--- config.mk ---
export PLATFORM = sky130hd
export DESIGN_NAME = per_relay_flat
export DESIGN_NICKNAME = d
export VERILOG_FILES = /design/src/per_pkg.sv /design/src/per_link_if.sv /design/src/per_fifo.sv /design/src/per_relay.sv /design/src/flat_wrapper.sv
export VERILOG_INCLUDE_DIRS = /design/src
export SDC_FILE = /design/constraint.sdc
export NUM_CORES = 1
export LEC_CHECK = 0
export BUFFER_PORTS_ARGS = -buffer_cell sky130_fd_sc_hd__buf_4
export CORE_ASPECT_RATIO = 0.6
export CORE_MARGIN = 1.5
export CORE_UTILIZATION = 64
export CTS_BUF_LIST = sky130_fd_sc_hd__clkbuf_4
export CTS_CLUSTER_DIAMETER = 60
export DETAILED_ROUTE_END_ITERATION = 7
export PLACE_DENSITY = 0.83
export REMOVE_ABC_BUFFERS = 1
export SETUP_SLACK_MARGIN = 0.3
export SLEW_MARGIN = 20
export SYNTH_ARGS = -nofsm -noshare
export SYNTH_HDL_FRONTEND = slang
export SYNTH_HIERARCHICAL = 1
export SYNTH_SLANG_ARGS = --single-unit
--- constraint.sdc ---
create_clock -name CLK -period 5.2 [get_ports CLK]
set_clock_uncertainty 0.1 [all_clocks]
set_input_delay 1.04 -clock CLK [delete_from_list [all_inputs] [get_ports CLK]]
set_output_delay 1.04 -clock CLK [all_outputs]
set_load 0.05 [all_outputs]
--- src/per_params.svh ---
// Purpose: constants of the protection event reporter
// Assumes: included by its bare name
// Notes:   offsets are byte addresses of the controller registers
`ifndef PER_PARAMS_SVH
`define PER_PARAMS_SVH
// ----------------------------------------
// mask reset values
// ----------------------------------------
`define PER_PHASE_MASK_RST 8'h55
`define PER_EARTH_MASK_RST 8'h55
`define PER_OUT_MASK_RST   11'h300
// ----------------------------------------
// event codes
// ----------------------------------------
`define PER_CODE_NONE      6'h00
`define PER_CODE_FIRST_OUT 6'h11
`define PER_CODE_RESTART   6'h32
`define PER_CODE_OVERFLOW  6'h33
`define PER_CTRL_CLEAR     11'h000
// ----------------------------------------
// controller register offsets and fields
// ----------------------------------------
`define PER_OFS_PHASE   5'h00
`define PER_OFS_EARTH   5'h04
`define PER_OFS_OUT     5'h08
`define PER_OFS_CTRL    5'h0C
`define PER_OFS_EVENT   5'h10
`define PER_OFS_ISTAT   5'h14
`define PER_OFS_IMASK   5'h18
`define PER_EVT_VALID   8
`define PER_IRQ_EVENT   0
`define PER_IRQ_OVF     1
`define PER_RESP_OKAY   2'h0
`define PER_RESP_SLVERR 2'h2
`endif

--- src/per_pkg.sv ---
// Purpose: shared types of the protection event reporter
// Assumes: nothing
// Notes:   constants live in per_params.svh
package per_pkg;
  // link request kinds
  typedef enum logic [2:0]
  {
    PER_REQ_NONE  = 3'h0,
    PER_REQ_PHASE = 3'h1,
    PER_REQ_EARTH = 3'h2,
    PER_REQ_OUT   = 3'h3,
    PER_REQ_CTRL  = 3'h4,
    PER_REQ_READ  = 3'h5
  } per_kind_e;
  typedef logic [5:0]  per_code_t;
  typedef logic [10:0] per_word_t;
  // host poll state, gray along idle -> wait
  typedef enum logic [0:0]
  {
    PER_POLL_IDLE = 1'h0,
    PER_POLL_WAIT = 1'h1
  } per_poll_e;
endpackage

--- src/per_link_if.sv ---
// Purpose: serial-bus stand-in between communicator and relay module
// Assumes: one clock shared by both ends
// Notes:   requests are one-cycle pulses, reads answered next cycle
`timescale 1ns/1ps
interface per_link_if;
  logic              req_valid;
  per_pkg::per_kind_e req_kind;
  per_pkg::per_word_t req_data;
  logic              rsp_valid;
  per_pkg::per_code_t rsp_code;
  modport dev
  (
    input  req_valid,
    input  req_kind,
    input  req_data,
    output rsp_valid,
    output rsp_code
  );
  modport host
  (
    output req_valid,
    output req_kind,
    output req_data,
    input  rsp_valid,
    input  rsp_code
  );
endinterface

--- src/per_fifo.sv ---
// Purpose: small first-in first-out store of event codes
// Assumes: push ignored when full unless popped in the same cycle
// Notes:   depth must be a power of two
`timescale 1ns/1ps
module per_fifo #(
  parameter int WIDTH = 6,
  parameter int DEPTH = 8
)(
  input  wire logic             clk,
  input  wire logic             rst,
  input  wire logic             push,
  input  wire logic [WIDTH-1:0] push_data,
  input  wire logic             pop,
  output logic      [WIDTH-1:0] pop_data,
  output logic                  full,
  output logic                  empty
);
  localparam int PW = $clog2(DEPTH);
  typedef struct packed {
    logic [DEPTH-1:0][WIDTH-1:0] mem;
    logic [PW-1:0]               rd;
    logic [PW-1:0]               wr;
    logic [PW:0]                 cnt;
  } per_fifo_s;
  per_fifo_s q;
  per_fifo_s next_q;
  logic      do_push;
  logic      do_pop;

  // ----------------------------------------
  // parameter check
  // ----------------------------------------
  if (DEPTH < 2 || (1 << PW) != DEPTH)
  begin : g_bad
    $error("per_fifo depth must be a power of two");
  end

  // ----------------------------------------
  // pointer and count update
  // ----------------------------------------
  always_comb
  begin
    next_q  = q;
    do_pop  = pop && q.cnt != '0;
    do_push = push && (q.cnt != (PW+1)'(DEPTH) || do_pop);
    if (do_push)
    begin
      next_q.mem[q.wr] = push_data;
      next_q.wr        = q.wr + 1'b1;
    end
    if (do_pop)
    begin
      next_q.rd = q.rd + 1'b1;
    end
    next_q.cnt = q.cnt + (PW+1)'(do_push) - (PW+1)'(do_pop);
  end

  always_ff @(posedge clk or posedge rst)
  begin
    if (rst)
    begin
      q <= '0;
    end
    else
    begin
      q <= next_q;
    end
  end

  // oldest entry always visible at the head
  assign pop_data = q.mem[q.rd];
  assign full     = q.cnt == (PW+1)'(DEPTH);
  assign empty    = q.cnt == '0;
endmodule

--- src/per_relay.sv ---
// Purpose: event reporting end of the protection relay module
// Assumes: stage and output levels synchronous to CLK
// Notes:   events are queued in a small buffer for the communicator
//
// Operation
// (RULE_01) each event E1-E16 masked by remote words
// (RULE_02) mask bit n weights event n, set reports
// (RULE_03) phase and earth masks take 0 to 255
// (RULE_04) both stage masks reset to 85
// (RULE_05) ten-bit mask gates output events E17-E26
// (RULE_06) output mask takes values 0 to 1024
// (RULE_07) output mask resets to 768
// (RULE_08) system events E50-E54 never masked
// (RULE_09) enabled events wait in eight-entry buffer
// (RULE_10) ninth event on full buffer raises E51
// (RULE_11) overflow stays until remote writes zero control
// (RULE_12) four events per stage: start/trip assert/release
// (RULE_13) output events alternate activate, release per output
// (RULE_14) overflow event has no mask weight
// (RULE_15) E52-E54 come only from the communicator
// (RULE_16) delivery oldest first, delivered entry freed
// (RULE_17) masked events dropped before buffering
`timescale 1ns/1ps
`include "per_params.svh"
module per_relay #(
  parameter int STAGES  = 4,
  parameter int OUTS    = 5,
  parameter int BUF_LEN = 8
)(
  input  wire logic              CLK,
  input  wire logic              RESET,
  per_link_if.dev                LINK,
  input  wire logic [STAGES-1:0] STAGE_START,
  input  wire logic [STAGES-1:0] STAGE_TRIP,
  input  wire logic [OUTS-1:0]   OUT_SIGNAL,
  output logic                   OVERFLOW
);
  localparam int NEV = 4 * STAGES + 2 * OUTS;

  typedef struct packed {
    logic [STAGES-1:0]   start_prev;
    logic [STAGES-1:0]   trip_prev;
    logic [OUTS-1:0]     out_prev;
    logic [NEV-1:0]      pending;
    logic                restart;
    logic                ovf;
    logic                ovf_told;
    logic [7:0]          phase_mask;
    logic [7:0]          earth_mask;
    per_pkg::per_word_t  out_mask;
    logic                rsp_valid;
    per_pkg::per_code_t  rsp_code;
  } per_relay_s;

  per_relay_s         q;
  per_relay_s         next_q;
  logic [NEV-1:0]     raw;
  logic [NEV-1:0]     enable;
  logic               push;
  per_pkg::per_code_t push_code;
  logic               pop;
  per_pkg::per_code_t head;
  logic               full;
  logic               empty;

  // ----------------------------------------
  // parameter check
  // ----------------------------------------
  if (STAGES != 4 || OUTS != 5)
  begin : g_bad
    $error("per_relay mask layout serves four stages and five outputs");
  end

  // ----------------------------------------
  // edge detection, one event per edge
  // ----------------------------------------
  for (genvar s = 0; s < STAGES; s++)
  begin : g_stage
    assign raw[4*s]   = STAGE_START[s] & ~q.start_prev[s]; // RULE_12
    assign raw[4*s+1] = ~STAGE_START[s] & q.start_prev[s]; // RULE_12
    assign raw[4*s+2] = STAGE_TRIP[s] & ~q.trip_prev[s];   // RULE_12
    assign raw[4*s+3] = ~STAGE_TRIP[s] & q.trip_prev[s];   // RULE_12
  end
  for (genvar k = 0; k < OUTS; k++)
  begin : g_out
    assign raw[4*STAGES+2*k]   = OUT_SIGNAL[k] & ~q.out_prev[k]; // RULE_13
    assign raw[4*STAGES+2*k+1] = ~OUT_SIGNAL[k] & q.out_prev[k]; // RULE_13
  end

  // mask bit i weights event i+1 within its word; bit 10 of out mask unused
  assign enable = {q.out_mask[9:0], q.earth_mask, q.phase_mask}; // RULE_01 RULE_02 RULE_05

  // ----------------------------------------
  // event buffer
  // ----------------------------------------
  per_fifo #(
    .WIDTH ($bits(per_pkg::per_code_t)),
    .DEPTH (BUF_LEN)
  ) u_buf (
    .clk       (CLK),
    .rst       (RESET),
    .push      (push),
    .push_data (push_code),
    .pop       (pop),
    .pop_data  (head),
    .full      (full),
    .empty     (empty)
  );

  // ----------------------------------------
  // capture, enqueue, answer and mask writes
  // ----------------------------------------
  always_comb
  begin
    logic found;
    next_q           = q;
    found            = 1'b0;
    push             = 1'b0;
    push_code        = `PER_CODE_NONE;
    pop              = 1'b0;
    next_q.start_prev = STAGE_START;
    next_q.trip_prev  = STAGE_TRIP;
    next_q.out_prev   = OUT_SIGNAL;
    // masked events never reach the pending set
    next_q.pending   = q.pending | (raw & enable); // RULE_17
    // one event a cycle into the buffer, restart first
    if (q.restart)
    begin
      push           = 1'b1;
      push_code      = `PER_CODE_RESTART; // RULE_08
      next_q.restart = 1'b0;
    end
    else
    begin
      for (int i = 0; i < NEV; i++)
      begin
        if (!found && q.pending[i])
        begin
          found             = 1'b1;
          push              = 1'b1;
          push_code         = 6'(i + 1);
          next_q.pending[i] = 1'b0 | (raw[i] & enable[i]);
        end
      end
    end
    // answer a read with the oldest entry
    next_q.rsp_valid = 1'b0;
    next_q.rsp_code  = `PER_CODE_NONE;
    if (LINK.req_valid && LINK.req_kind == per_pkg::PER_REQ_READ)
    begin
      next_q.rsp_valid = 1'b1;
      if (!empty)
      begin
        pop             = 1'b1; // RULE_16
        next_q.rsp_code = head; // RULE_16
      end
      else if (q.ovf && !q.ovf_told)
      begin
        next_q.rsp_code = `PER_CODE_OVERFLOW; // RULE_14
        next_q.ovf_told = 1'b1;
      end
    end
    // remote writes of masks and control
    if (LINK.req_valid)
    begin
      unique case (LINK.req_kind)
        per_pkg::PER_REQ_PHASE: next_q.phase_mask = LINK.req_data[7:0]; // RULE_03
        per_pkg::PER_REQ_EARTH: next_q.earth_mask = LINK.req_data[7:0]; // RULE_03
        per_pkg::PER_REQ_OUT:   next_q.out_mask   = LINK.req_data;      // RULE_06
        per_pkg::PER_REQ_CTRL:
        begin
          if (LINK.req_data == `PER_CTRL_CLEAR)
          begin
            next_q.ovf      = 1'b0; // RULE_11
            next_q.ovf_told = 1'b0;
          end
        end
        default:
        begin
          next_q.ovf = next_q.ovf;
        end
      endcase
    end
    // full buffer with no pop loses the event; set wins over clear
    if (push && full && !pop)
    begin
      next_q.ovf      = 1'b1; // RULE_09 RULE_10
      next_q.ovf_told = 1'b0;
    end
  end

  // ----------------------------------------
  // state register
  // ----------------------------------------
  always_ff @(posedge CLK or posedge RESET)
  begin
    if (RESET)
    begin
      q            <= '0;
      q.restart    <= 1'b1;                // RULE_08
      q.phase_mask <= `PER_PHASE_MASK_RST; // RULE_04
      q.earth_mask <= `PER_EARTH_MASK_RST; // RULE_04
      q.out_mask   <= `PER_OUT_MASK_RST;   // RULE_07
    end
    else
    begin
      q <= next_q;
    end
  end

  // responses and overflow come straight from flops
  assign OVERFLOW       = q.ovf; // RULE_11
  assign LINK.rsp_valid = q.rsp_valid;
  assign LINK.rsp_code  = q.rsp_code;
endmodule

--- src/flat_wrapper.sv ---
// flat-port wrapper written by rule: the top's interface ports become plain ports
module per_relay_flat 
#(
  parameter int STAGES  = 4,
  parameter int OUTS    = 5,
  parameter int BUF_LEN = 8
)
  (CLK, RESET, STAGE_START, STAGE_TRIP, OUT_SIGNAL, OVERFLOW, LINK_req_valid, LINK_req_kind, LINK_req_data, LINK_rsp_valid, LINK_rsp_code);
  per_link_if LINK_i ();
  input  wire logic CLK;
  input  wire logic RESET;
  input  wire logic [STAGES-1:0] STAGE_START;
  input  wire logic [STAGES-1:0] STAGE_TRIP;
  input  wire logic [OUTS-1:0] OUT_SIGNAL;
  output logic OVERFLOW;
  input wire logic [$bits(LINK_i.req_valid)-1:0] LINK_req_valid;
  input wire logic [$bits(LINK_i.req_kind)-1:0] LINK_req_kind;
  input wire logic [$bits(LINK_i.req_data)-1:0] LINK_req_data;
  output wire logic [$bits(LINK_i.rsp_valid)-1:0] LINK_rsp_valid;
  output wire logic [$bits(LINK_i.rsp_code)-1:0] LINK_rsp_code;
  assign LINK_i.req_valid = LINK_req_valid;
  assign LINK_i.req_kind = LINK_req_kind;
  assign LINK_i.req_data = LINK_req_data;
  assign LINK_rsp_valid = LINK_i.rsp_valid;
  assign LINK_rsp_code = LINK_i.rsp_code;
  per_relay #(.STAGES(STAGES), .OUTS(OUTS), .BUF_LEN(BUF_LEN)) u_core (.CLK(CLK), .RESET(RESET), .LINK(LINK_i), .STAGE_START(STAGE_START), .STAGE_TRIP(STAGE_TRIP), .OUT_SIGNAL(OUT_SIGNAL), .OVERFLOW(OVERFLOW));
endmodule
# Word level (Yosys, flattened, before mapping)
# Index checks and enable logic that the tools add are counted.
word_totals:
  ff_bits: 134
  latch_bits: 0
  mem_bits_rw: 0
  rom_bits: 0
  out_inout_bits: 8
  elab_cells: 338
  mem_count: 0
classes:
  addsub: 4
  n_mul: 0
  div_mod_pow: 0
  n_lt_le_gt_ge: 3
  n_eq_ne: 7
  n_shift: 0
  n_mux: 151
  bitwise: 80
  n_reduce_logical: 70
ops:
  columns: ["op", "count"]
  rows:
  - ["$mux 6", 30]
  - ["$mux 1", 110]
  - ["$and 1x1->1", 52]
  - ["$bwmux 48", 1]
  - ["$logic_and 1x1->1", 32]
  - ["$mux 29", 1]
  - ["$logic_not 1->1", 27]
  - ["$and 26x26->26", 1]
  - ["$mux 26", 1]
  - ["$not 1->1", 26]
  - ["$or 26x26->26", 1]
  - ["$bmux 6 s3", 1]
  - ["$demux 6 s3", 1]
  - ["$mux 8", 2]
  - ["$logic_not 11->1", 1]
  - ["$mux 11", 1]
  - ["$lt 3x4->1 const B", 2]
  - ["$mux 7", 1]
  - ["$add 3x1->3 const B", 2]
  - ["$eq 3x2->1 const B", 2]
  - ["$eq 3x3->1 const B", 2]
  - ["$reduce_and 2->1", 3]
  - ["$reduce_bool 2->1", 3]
  - ["$add 4x1->4", 1]
  - ["10 further kinds", 11]

# Longest topological paths before layout
# Gate-level depths: netlist of run 1.
logic_depth:
  ltp_word: 106
  ltp_mapped: 13
  ltp_nobuf: 13

# Cells and area by module
# Netlist of run 1, hierarchy kept.
modules_own_cells:
  columns: ["module", "instances", "cells_per_inst", "area_per_inst_um2", "seq_area_each_um2"]
  rows:
  - ["per_relay", 1, 291, 3300.7, 1890.6]
  - ["per_fifo", 1, 181, 2802.7, 1451.4]

# Worst setup path before layout of run 1
# OpenSTA, ideal clock, no wires.
synth_timing:
  path_kind: "input-to-reg"
  start: "input port LINK_req_kind[1]"
  end: "register u_core/u_buf/q[2] in the netlist's numbering"
  arrival_ns: 3.359
  setup_slack_ns: 1.619
  cell_stages: 12
  cell_sequence: "nand2b_1 -> or2_2 -> clkbuf_1 -> nor2_1 -> nor2b_1 -> o21ai_1 -> ha_1 -> inv_1 -> ha_1 -> inv_1 -> fa_1 -> xnor2_1"
synth_rtl:
  columns: ["element", "line_no", "rtl"]
  rows:
  - ["from (decl)", "flat_wrapper.sv:17", "input wire logic [$bits(LINK_i.req_kind)-1:0] LINK_req_kind;"]
  - ["to (signal assigned)", "per_fifo.sv:66", "q <= next_q;"]
  - ["to (decl)", "per_fifo.sv:25", "per_fifo_s q;"]

==> run summary, run 1 <==
Final worst path period need: 3.54 ns
Final max-slew violation count: 0
Compound-gate portion of the synthesized area: 8.57%
Maxcap violations: 0
Layout cell share with drive strength beyond 1: 37.9%
Setup violators final: 0
Worst-path fanout max: 8
Adder and majority gate portion of the synthesized area: 1.97%
Minimum setup slack after placement: 1.25 ns
Final instance area: 0.00680 sq mm
Setup repair after global routing missed its margin: no
Leading register cell type out of synthesis: sky130_fd_sc_hd__dfrtp_1
Slowest stage cell on the critical path: sky130_fd_sc_hd__nor4_1
Deepest level of the CTS H-tree: 4
Worst slack on hold paths: 0.374 ns
Post-CTS clock slew at the launch and capture registers of the worst setup and hold paths: 0.12 ns
Endpoint kind of the worst setup timing path: flop
Achievable clock frequency: 0.283 GHz
Synthesized flop and latch total: 133
Critical Path, Cell by Cell: nor4_1, nand4_1, nor4_2, nand2_1, o21ai_1, ha_1, inv_1, ha_1, inv_1, fa_1, xnor2_1
Final Cycle Share: 68.0%
Standard-cell row count: 27
Via count of the routed design: 4046
DR vias/cell: 6.14
Endpoints failing hold: 0
Final wirelength: 13400 microns
Number of global-route vias before repair: 4084
DR DRC count: 0
P&R area growth vs syn: 11.4%
Synthesized instance count: 472
Routed length per instance: 20.3 microns
Sum of overflow across all layers after global routing: 0
Core outline area: 0.00922 sq mm
Length of the first detailed-routing pass in iterations: 5
Hold Path Class: flop to flop
Crit path buf inv count: 2
Die Span Y: 78.6 microns
Placed Instances: 626
First-pass GRT wire length: 21700 microns
Simple-Gate Fraction of Synth Area: 11.2%
Initial antenna violation count: 1
Post-Synth XOR/XNOR Area: 0.861%
Kind of cell adding the most delay to the critical path: simple AND/OR/NAND/NOR gates
Initial standard-cell utilization of the core: 66.2%
Setup Total Neg Slack: 0 ns
Num ports: 38
Number of distinct library cells after synthesis: 61
Fin cells: 659
Total power per unit cell area: 496 mW/mm^2
Required @ worst endpoint: 5.53 ns
Fin nets: 554
Post-CTS Repair Setup Buffers: 0
Largest incremental delay on the critical path: 0.53 ns
Clock sinks: 133
Starting DRC count in detailed routing: 427
Clock root buffer: sky130_fd_sc_hd__clkbuf_4
Slew at the pin closest to its max-slew limit: 0.933 ns
Worst-skew pair later-pin latency: 0.55 ns
Number of buffers added to fix hold violations after cts: 0
Die area: 0.0102 sq mm
Dpl hpwl: 9450 microns
Number of filler cells placed in the layout: 608
Number of buffers created by CTS: 17
Peak supply drop: 0.311 mV
Post-CTS sizing: 0
Final core area utilization: 73.7%
Type of the worst setup path: flop to flop
Sequential-to-total area share from yosys stat: 54.8%
Global router's overall resource usage: 29.5%
Leakage component of the power: 2.90 nW
Overall power after layout: 3.37 mW
Worst slew margin relative to its limit: 37.3%
Number of enable flip-flop cells after synthesis: 0
Run status: completed
CTS tree: yes
Multiplexer share of the synthesized area: 19.6%
Clock tree buffer depth: 2
Netlist area before placement: 0.00610 sq mm
RePlAce Congestion: 0.872
Mean Syn Cell Area: 12.9 sq um
Async set or reset register ratio after synthesis: 100%
Maximum number of pins on one net before global-route repair: 59
Startpoint type of the worst setup path: flop
Total of warnings raised by yosys: 6
Dominant combinational cell family by area after synthesis: multiplexers
Cell area reported after detailed placement: 0.00648 sq mm
Data arrival, critical path: 3.87 ns
Count of nets left with antenna violations after detail routing: 0
Width of the die: 129 microns
Final WS setup: 1.66 ns
Count of input and output buffers: 37
[final timing paths]
kind | start | end | slack (ns) | cells past startpoint
setup / recovery | u_core/q[56] | u_core/u_buf/q[2] | 1.66 | 11
hold / removal | u_core/q[67] | u_core/q[61] | 0.37 | 1
setup reg to reg | u_core/q[56] | u_core/u_buf/q[2] | 1.66 | 11
hold reg to reg | u_core/q[67] | u_core/q[61] | 0.37 | 1
max in group asynchronous | RESET | u_core/OVERFLOW | 3.49 | 3
min in group asynchronous | RESET | u_core/enable[9] | 0.48 | 2
[state kept, by name (all words and copies together) (netlist names)]
| name | count |
|---|---|
| u_core/q | 41 |
| u_core/LINK.rsp_code | 6 |
| u_core/OVERFLOW | 1 |
| u_core/u_buf/q | 58 |
| u_core/LINK.rsp_valid | 1 |
| u_core/enable | 26 |
[routing by layer]
metal	global-route usage (%)	part of all wire [%]	up-vias	routed length, microns
met5	0	0	-	0
met4	11.3	1.4	0	188
met3	6.41	5.4	20	721
met2	42.1	44	150	5930
met1	44.5	49	2064	6560
li1	-	-	1812	-
[kinds of logic (layout without fill, tap and decap cells)]
| logic type | Yosys count | in the layout |
|---|---|---|
| buf+inv | 40 | 96 |
| simple gates | 116 | 116 |
| compound gates | 73 | 73 |
| xor+xnor | 6 | 6 |
| mux | 94 | 94 |
| flops | 133 | 133 |
| fa+ha+maj | 9 | 9 |
| other cells | 1 | 2 |
[where the power goes]
group	internal, mW	switching (mW)	total [mW]
clock	0.346	0.418	0.764
combinational	0.567	0.439	1.01
sequential	1.33	0.274	1.60
[synthesized netlist by cell type (3+ instances only)]
cell type                  instances  area (sq um)
sky130_fd_sc_hd__nor4_1            4          25.0
sky130_fd_sc_hd__mux2_2           82           923
sky130_fd_sc_hd__o21ai_1           5          25.0
sky130_fd_sc_hd__o22ai_1           3          18.8
sky130_fd_sc_hd__o21ai_0          19          95.1
sky130_fd_sc_hd__a32o_1            3          30.0
sky130_fd_sc_hd__nor3_1            9          45.0
sky130_fd_sc_hd__nand2b_1          6          37.5
sky130_fd_sc_hd__nor2_1           14          52.6
sky130_fd_sc_hd__ha_1              8           100
sky130_fd_sc_hd__mux4_2           12           270
sky130_fd_sc_hd__a21oi_1          14          70.1
sky130_fd_sc_hd__nor4_4            3          63.8
sky130_fd_sc_hd__nor4bb_1          3          30.0
sky130_fd_sc_hd__inv_1            23          86.3
sky130_fd_sc_hd__dfrtp_1         122          3050
sky130_fd_sc_hd__nand4_1           3          18.8
sky130_fd_sc_hd__clkbuf_1          5          18.8
sky130_fd_sc_hd__nand2_1          41           154
sky130_fd_sc_hd__xnor2_1           5          43.8
sky130_fd_sc_hd__buf_4             7          52.6
sky130_fd_sc_hd__nand4b_1          3          26.3
sky130_fd_sc_hd__and2_1            3          18.8
sky130_fd_sc_hd__nand3b_1         11          82.6
sky130_fd_sc_hd__dfstp_2          11           289
sky130_fd_sc_hd__o31ai_1           6          45.0
[layout make-up]
type                       count  area (sq um)  share of cell area [%]
sequential                   133          3340                    49.2
multi-input combinational    299          2580                    37.9
timing repair buffer          40           300                    4.42
clock inverter                15           191                    2.82
tap                          130           163                    2.39
clock buffer                  17           128                    1.88
inverter                      24          92.6                    1.36
antenna                        1          2.50                  0.0368
[placed cells by master, fill, tap and decap left out, types with 3 or more instances in the layout]
| cell | Yosys | final |
|---|---|---|
| sky130_fd_sc_hd__a32o_1 | 3 | 3 |
| sky130_fd_sc_hd__nand2_1 | 41 | 41 |
| sky130_fd_sc_hd__nor4_4 | 3 | 3 |
| sky130_fd_sc_hd__o21ai_0 | 19 | 19 |
| sky130_fd_sc_hd__nand4_1 | 3 | 3 |
| sky130_fd_sc_hd__clkbuf_4 | 0 | 17 |
| sky130_fd_sc_hd__nor4_1 | 4 | 4 |
| sky130_fd_sc_hd__nor4bb_1 | 3 | 3 |
| sky130_fd_sc_hd__o31ai_1 | 6 | 6 |
| sky130_fd_sc_hd__buf_4 | 7 | 40 |
| sky130_fd_sc_hd__nand3b_1 | 11 | 11 |
| sky130_fd_sc_hd__dfstp_2 | 11 | 11 |
| sky130_fd_sc_hd__o21ai_1 | 5 | 5 |
| sky130_fd_sc_hd__nor3_1 | 9 | 9 |
| sky130_fd_sc_hd__bufinv_16 | 0 | 3 |
| sky130_fd_sc_hd__dfrtp_1 | 122 | 122 |
| sky130_fd_sc_hd__mux4_2 | 12 | 12 |
| sky130_fd_sc_hd__o22ai_1 | 3 | 3 |
| sky130_fd_sc_hd__ha_1 | 8 | 8 |
| sky130_fd_sc_hd__xnor2_1 | 5 | 5 |
| sky130_fd_sc_hd__and2_1 | 3 | 3 |
| sky130_fd_sc_hd__mux2_2 | 82 | 82 |
| sky130_fd_sc_hd__nor2_1 | 14 | 14 |
| sky130_fd_sc_hd__inv_6 | 0 | 6 |
| sky130_fd_sc_hd__a21oi_1 | 14 | 14 |
| sky130_fd_sc_hd__nand4b_1 | 3 | 3 |
| sky130_fd_sc_hd__nand2b_1 | 6 | 6 |
| sky130_fd_sc_hd__inv_1 | 23 | 21 |
No activity file was read; power rests on OpenSTA's default activity.
==> run 2, diff against run 1 <==
--- a/config.mk
+++ b/config.mk
@@ -9,11 +9,11 @@
 export BUFFER_PORTS_ARGS = -buffer_cell sky130_fd_sc_hd__buf_4
 export CORE_ASPECT_RATIO = 0.6
 export CORE_MARGIN = 1.5
-export CORE_UTILIZATION = 64
+export CORE_UTILIZATION = 57
 export CTS_BUF_LIST = sky130_fd_sc_hd__clkbuf_4
 export CTS_CLUSTER_DIAMETER = 60
 export DETAILED_ROUTE_END_ITERATION = 7
-export PLACE_DENSITY = 0.83
+export PLACE_DENSITY = 0.79
 export REMOVE_ABC_BUFFERS = 1
 export SETUP_SLACK_MARGIN = 0.3
 export SLEW_MARGIN = 20
==> constraint.sdc (replaced) <==
create_clock -name CLK -period 3.15 [get_ports CLK]
set_clock_uncertainty 0.1 [all_clocks]
set_input_delay 0.63 -clock CLK [delete_from_list [all_inputs] [get_ports CLK]]
set_output_delay 0.63 -clock CLK [all_outputs]
set_load 0.05 [all_outputs]
==> run 2 against run 1 <==
- first-iteration DRC count rose by 4.4%
- fmax rose by 29%
- combinational power rose by 81%
- routed wire length rose by 2.6%
- non-clock buffer count rose by 20
- critical endpoint is now u_core/u_buf/q[1]
- largest cell class unchanged
==> run summary, run 2 (synthesis gave the netlist of run 1 again) <==
Run status: completed
Dpl hpwl: 9690 microns (+2.5%)
Total power per unit cell area: 791 mW/mm^2 (+59%)
Final core area utilization: 67.0% (-6.7 points)
DR vias/cell: 6.06 (-1.3%)
Slew at the pin closest to its max-slew limit: 0.804 ns (-0.129 ns)
CTS tree: yes
Critical Path, Cell by Cell: inv_2, ha_2, or3b_4, inv_1, nor2_1, nor2b_1, o21ai_2, ha_4, inv_4, ha_4, inv_2, fa_2, inv_1
Data arrival, critical path: 3.09 ns (-0.78 ns)
Die Span Y: 83.2 microns (+5.7%)
Most flop-heavy register: u_core/u_buf/q
Final Cycle Share: 87.2% (+19 points)
Final wirelength: 13800 microns (+2.6%)
Count of input and output buffers: 37 (unchanged)
DR DRC count: 0 (unchanged)
Width of the die: 137 microns (+5.8%)
Layout cell share with drive strength beyond 1: 42.7% (+4.8 points)
Initial antenna violation count: 1 (unchanged)
Type of the worst setup path: flop to flop
Deepest level of the CTS H-tree: 4 (unchanged)
Number of buffers added to fix hold violations after cts: 0 (unchanged)
Startpoint type of the worst setup path: flop
Fin nets: 574 (+3.6%)
Die area: 0.0114 sq mm (+12%)
Endpoint kind of the worst setup timing path: flop
Via count of the routed design: 4164 (+2.9%)
Post-CTS clock slew at the launch and capture registers of the worst setup and hold paths: 0.12 ns (about the same)
Clock tree buffer depth: 2 (unchanged)
Fin cells: 687 (+4.2%)
Count of nets left with antenna violations after detail routing: 0 (unchanged)
Leakage component of the power: 3.02 nW (+4.2%)
Hold Path Class: input port to async pin
Number of buffers created by CTS: 17 (unchanged)
Num ports: 38 (unchanged)
Total area of multi-input combinational cells: 0.00267 sq mm (+3.3%)
Standard-cell row count: 29 (+7.4%)
Routed length per instance: 20.0 microns (-1.6%)
Endpoints failing hold: 0 (unchanged)
Worst-path fanout max: 3 (-5)
Final worst path period need: 2.75 ns (-0.789 ns)
Setup violators final: 0 (unchanged)
Maximum number of pins on one net before global-route repair: 76 (+29%)
Slowest stage cell on the critical path: sky130_fd_sc_hd__fa_2
Peak supply drop: 0.420 mV (+35%)
Final max-slew violation count: 0 (unchanged)
Core outline area: 0.0105 sq mm (+14%)
Area used by sequential logic in the layout: 0.00335 sq mm (+0.11%)
Length of the first detailed-routing pass in iterations: 7 (+2)
Worst slew margin relative to its limit: 46.1% (+8.8 points)
Kind of cell adding the most delay to the critical path: adder cells
Setup Total Neg Slack: 0 ns (unchanged)
Number of global-route vias before repair: 4158 (+1.8%)
Initial standard-cell utilization of the core: 58.2% (-8.0 points)
First-pass GRT wire length: 22300 microns (+2.9%)
RePlAce Congestion: 0.865 (-0.85%)
Largest incremental delay on the critical path: 0.52 ns (about the same)
Clock sinks: 133 (unchanged)
Crit path buf inv count: 5 (+3)
Maxcap violations: 0 (unchanged)
Number of filler cells placed in the layout: 753 (+24%)
Overall power after layout: 5.55 mW (+65%)
Global router's overall resource usage: 26.6% (-2.9 points)
Starting DRC count in detailed routing: 446 (+4.4%)
Clock root buffer: sky130_fd_sc_hd__clkbuf_4
Placed Instances: 652 (+4.2%)
Worst-skew pair later-pin latency: 0.54 ns (about the same)
# diodes: 0 (-1)
Setup repair after global routing missed its margin: yes
Required @ worst endpoint: 3.49 ns (-2.04 ns)
Achievable clock frequency: 0.364 GHz (+29%)
Sum of overflow across all layers after global routing: 0 (unchanged)
P&R area growth vs syn: 15.1%
Leading cell type in the layout, fill and taps excluded: sky130_fd_sc_hd__dfrtp_1
Top library cells by usage in the layout, fill and taps aside: sky130_fd_sc_hd__dfrtp_1 (119), sky130_fd_sc_hd__mux2_2 (82), sky130_fd_sc_hd__buf_4 (59), sky130_fd_sc_hd__nand2_1 (40), sky130_fd_sc_hd__o21ai_0 (19)
Flip-flop count of the largest register, all copies and words added: 58 (unchanged)
run 2: cell types whose count changed in the layout (fill, tap and decap cells not counted), sizes merged:
cell,before,now
buf,40,60
clkinvlp,2,6
inv,31,28
bufinv,3,2
diode,1,0
run 2: area by class of cell:
class	instances	area share (%)
sequential	133	47.6
multi-input combinational	299	37.9
inverter	24	1.35
clock inverter	15	2.17
clock buffer	17	1.82
timing repair buffer	60	6.59
tap	139	2.48
run 2: where the power goes:
| part | leakage, nW | switching (mW) | internal [mW] |
|---|---|---|---|
| logic | 1.34 | 0.819 | 1.01 |
| clock network | 0.133 | 0.671 | 0.471 |
| registers | 1.54 | 0.388 | 2.19 |
| total | 3.02 | 1.88 | 3.68 |
run 2: final timing paths:
kind | startpoint | to | slack, ns | cells after the start
worst max register to register | u_core/u_buf/q[2] | u_core/u_buf/q[1] | 0.40 | 13
max in group asynchronous | RESET | u_core/u_buf/q[13] | 2.14 | 3
worst min-delay path | RESET | u_core/q[72] | 0.07 | 3
min in group CLK | OUT_SIGNAL[0] | u_core/q[63] | 0.11 | 1
worst min register to register | u_core/q[68] | u_core/q[39] | 0.38 | 1
worst max-delay path | u_core/u_buf/q[2] | u_core/u_buf/q[1] | 0.40 | 13
run 2: worst register-to-register path, cell delays in order, from the launching register on:
cell and delay, ns:
sky130_fd_sc_hd__dfrtp_1 0.40, sky130_fd_sc_hd__inv_2 0.08, sky130_fd_sc_hd__ha_2 0.20, sky130_fd_sc_hd__or3b_4 0.40, sky130_fd_sc_hd__inv_1 0.08, sky130_fd_sc_hd__nor2_1 0.05, sky130_fd_sc_hd__nor2b_1 0.16, sky130_fd_sc_hd__o21ai_2 0.19
sky130_fd_sc_hd__ha_4 0.24, sky130_fd_sc_hd__inv_4 0.05, sky130_fd_sc_hd__ha_4 0.12, sky130_fd_sc_hd__inv_2 0.04, sky130_fd_sc_hd__fa_2 0.52, sky130_fd_sc_hd__inv_1 0.04
run 2: repair_timing:
item	in CTS	in global routing
resized for setup	8	15
gates cloned	0	0
setup buffers	1	2
setup endpoints to repair	4	11
pin swaps	1	7
run 2: layer usage:
layer  share of wire (%)  GRT usage, %  up-vias
li1                    -             -     1847
met1                  49          42.4     2145
met2                  43          35.0      154
met3                 6.9          7.20       18
met4                 1.4          8.32        0
met5                   0             0        -
run 2: through the flow:
step	hold slack, ns	worst slack (ns)	cell area, sq um
floorplan	0.324	0.0668	6010
global placement	0.345	0.160	6630
detailed placement	0.360	0.0754	6630
CTS	0.0548	0.310	6940
global route	0.0551	0.250	7020
finish	0.0695	0.403	7020
==> run 3, diff against run 2 <==
==> constraint.sdc (replaced) <==
create_clock -name CLK -period 3.15 [get_ports CLK]
set_clock_uncertainty 0.1 [all_clocks]
set_input_delay 0.1575 -clock CLK [delete_from_list [all_inputs] [get_ports CLK]]
set_output_delay 0.1575 -clock CLK [all_outputs]
set_load 0.05 [all_outputs]
==> run 3 against run 2 <==
- register-to-register slack about the same
- critical endpoint unchanged
- critical path depth unchanged
- setup slack about the same
- hold slack improved by 0.014 ns
==> run summary, run 3 (synthesis gave the netlist of run 1 again) <==
Flip-flop count of the largest register, all copies and words added: 58 (unchanged)
Leading cell type in the layout, fill and taps excluded: sky130_fd_sc_hd__dfrtp_1
Core outline area: 0.0105 sq mm (unchanged)
DR DRC count: 0 (unchanged)
RePlAce Congestion: 0.818 (-5.4%)
Clock sinks: 133 (unchanged)
Peak supply drop: 0.445 mV (+5.9%)
Setup violators final: 0 (unchanged)
Clock root buffer: sky130_fd_sc_hd__clkbuf_4
Total power per unit cell area: 803 mW/mm^2 (+1.5%)
Final Cycle Share: 87.2% (about the same)
Hold Path Class: input port to flop
Layout cell share with drive strength beyond 1: 42.0% (-0.68 points)
Clock tree buffer depth: 2 (unchanged)
Num ports: 38 (unchanged)
Combinational power share: 31.8% (-1.1 points)
Required @ worst endpoint: 3.46 ns (-0.03 ns)
Critical path's most frequent cell: sky130_fd_sc_hd__inv_1
Die Span Y: 83.2 microns (unchanged)
DR vias/cell: 6.05 (-0.21%)
Achievable clock frequency: 0.364 GHz (about the same)
Setup Total Neg Slack: 0 ns (unchanged)
Slowest stage cell on the critical path: sky130_fd_sc_hd__fa_2
Startpoint type of the worst setup path: flop
Die area: 0.0114 sq mm (unchanged)
Leakage component of the power: 3.22 nW (+6.9%)
Power Internal: 4.06 mW (+10%)
Net switching power figure: 1.94 mW (+3.1%)
Routed length per instance: 20.2 microns (+1.0%)
Starting DRC count in detailed routing: 412 (-7.6%)
Critical Path, Cell by Cell: inv_2, ha_4, or3b_4, inv_2, nor2_1, nor2b_4, o21ai_2, ha_4, inv_1, ha_2, inv_1, fa_2, inv_1
Setup repair after global routing missed its margin: no
Final instance area: 0.00747 sq mm (+6.3%)
Fin cells: 722 (+5.1%)
Run status: completed
Initial antenna violation count: 0 (-1)
Maxcap violations: 0 (unchanged)
Slew at the pin closest to its max-slew limit: 0.861 ns (+0.0569 ns)
Number of buffers created by CTS: 17 (unchanged)
Maximum number of pins on one net before global-route repair: 76 (unchanged)
Endpoint kind of the worst setup timing path: flop
Cell area reported after detailed placement: 0.00663 sq mm (unchanged)
Placed Instances: 652 (unchanged)
Type of the worst setup path: flop to flop
Post-CTS clock slew at the launch and capture registers of the worst setup and hold paths: 0.12 ns (about the same)
Data arrival, critical path: 3.06 ns (-0.03 ns)
Worst slack on hold paths: 0.0840 ns (+0.0145 ns)
First-pass GRT wire length: 23300 microns (+4.1%)
# diodes: 0 (unchanged)
Initial standard-cell utilization of the core: 58.2% (unchanged)
Fin nets: 609 (+6.1%)
Number of global-route vias before repair: 4325 (+4.0%)
Most flop-heavy register: u_core/u_buf/q
Dpl hpwl: 10200 microns (+4.9%)
Width of the die: 137 microns (unchanged)
Final core area utilization: 71.2% (+4.2 points)
CTS tree: yes
Sum of overflow across all layers after global routing: 0 (unchanged)
Length of the first detailed-routing pass in iterations: 5 (-2)
Worst-path fanout max: 5 (+2)
Final max-slew violation count: 0 (unchanged)
Top library cells by usage in the layout, fill and taps aside: sky130_fd_sc_hd__dfrtp_1 (116), sky130_fd_sc_hd__mux2_2 (82), sky130_fd_sc_hd__buf_4 (65), sky130_fd_sc_hd__nand2_1 (39), sky130_fd_sc_hd__dlygate4sd3_1 (29)
Total area of multi-input combinational cells: 0.00268 sq mm (+0.42%)
Count of nets left with antenna violations after detail routing: 0 (unchanged)
Standard-cell row count: 29 (unchanged)
Final worst path period need: 2.75 ns (-0.000313 ns)
Endpoints failing hold: 0 (unchanged)
Final wirelength: 14600 microns (+6.2%)
Worst-skew pair later-pin latency: 0.50 ns (-0.04 ns)
Share of total power in sequential cells: 43.9% (-2.6 points)
Via count of the routed design: 4367 (+4.9%)
Worst slew margin relative to its limit: 41.8% (-4.3 points)
Largest incremental delay on the critical path: 0.52 ns (about the same)
Switching Share: 32.3% (-1.5 points)
Area used by sequential logic in the layout: 0.00335 sq mm (+0.11%)
P&R area growth vs syn: 22.4%
Part of the total power dissipated in the clock network: 24.3% (+3.7 points)
Number of filler cells placed in the layout: 673 (-11%)
Global router's overall resource usage: 27.7% (+1.2 points)
Count of input and output buffers: 37 (unchanged)
Deepest level of the CTS H-tree: 4 (unchanged)
run 3: cell count changes in the layout (fill, tap and decap cells not counted), sizes merged:
| cell | previous run | this run |
|---|---|---|
| bufinv | 2 | 6 |
| clkinv | 3 | 6 |
| buf | 60 | 66 |
| inv | 28 | 27 |
| clkinvlp | 6 | 0 |
| dlygate4sd3 | 0 | 29 |
run 3: final timing paths:
kind / startpoint / end / slack (ns) / cells after the start
max: u_core/u_buf/q[2] / u_core/u_buf/q[1] / 0.40 / 13
min: LINK_req_valid / u_core/LINK.rsp_code[5] / 0.08 / 4
max reg2reg: u_core/u_buf/q[2] / u_core/u_buf/q[1] / 0.40 / 13
min reg2reg: u_core/q[72] / u_core/q[37] / 0.37 / 1
max in group asynchronous: RESET / u_core/u_buf/q[35] / 1.98 / 4
min in group asynchronous: RESET / u_core/u_buf/q[33] / 0.14 / 3
run 3: what timing repair did:
action,CTS,global route
endpoints found under the setup margin,3,22
buffers inserted,1,8
hold buffers,29,0
endpoints found under the hold margin,166,0
resized for setup,9,19
pin swaps,2,8
run 3: area by class of cell:
cell class,count,share of cell area (%)
sequential,133,44.8
multi-input combinational,299,35.8
timing repair buffer,95,10.7
clock inverter,15,3.35
tap,139,2.33
clock buffer,17,1.71
inverter,24,1.24
run 3: power by group through the flow:
| stage | Sequential (mW) | Combinational [mW] | Clock (mW) |
|---|---|---|---|
| 2_1_floorplan | 2.54 | 1.29 | 0 |
| 3_3_place_gp | 2.60 | 1.67 | 0 |
| 3_5_place_dp | 2.64 | 1.75 | 0 |
| 4_1_cts | 2.62 | 1.83 | 1.48 |
| 5_1_grt | 2.69 | 2.03 | 1.56 |
| 6_report | 2.63 | 1.91 | 1.46 |
run 3: through the flow:
step	worst slack (ns)	power, mW
floorplan	0.218	3.82
global placement	0.221	4.27
detailed placement	0.0910	4.40
CTS	0.305	5.93
global route	0.277	6.28
finish	0.403	6.00
run 3: per-layer routing:
metal	track usage (%)	up-vias	routed length [microns]	share of wire, %
li1	-	1917	-	-
met1	41.0	2255	6840	47
met2	40.0	175	6490	44
met3	8.06	20	1070	7.3
met4	7.93	0	189	1.3
met5	0	-	0	0
run 3: critical path, delay by kind of cell (launching register included):
kind	cells	cell delay, ns
AOI/OAI and AO/OA	1	0.17
adders and majority gates	4	1.07
buffers and inverters	5	0.30
DFF	1	0.41
and+or+nand+nor	3	0.60
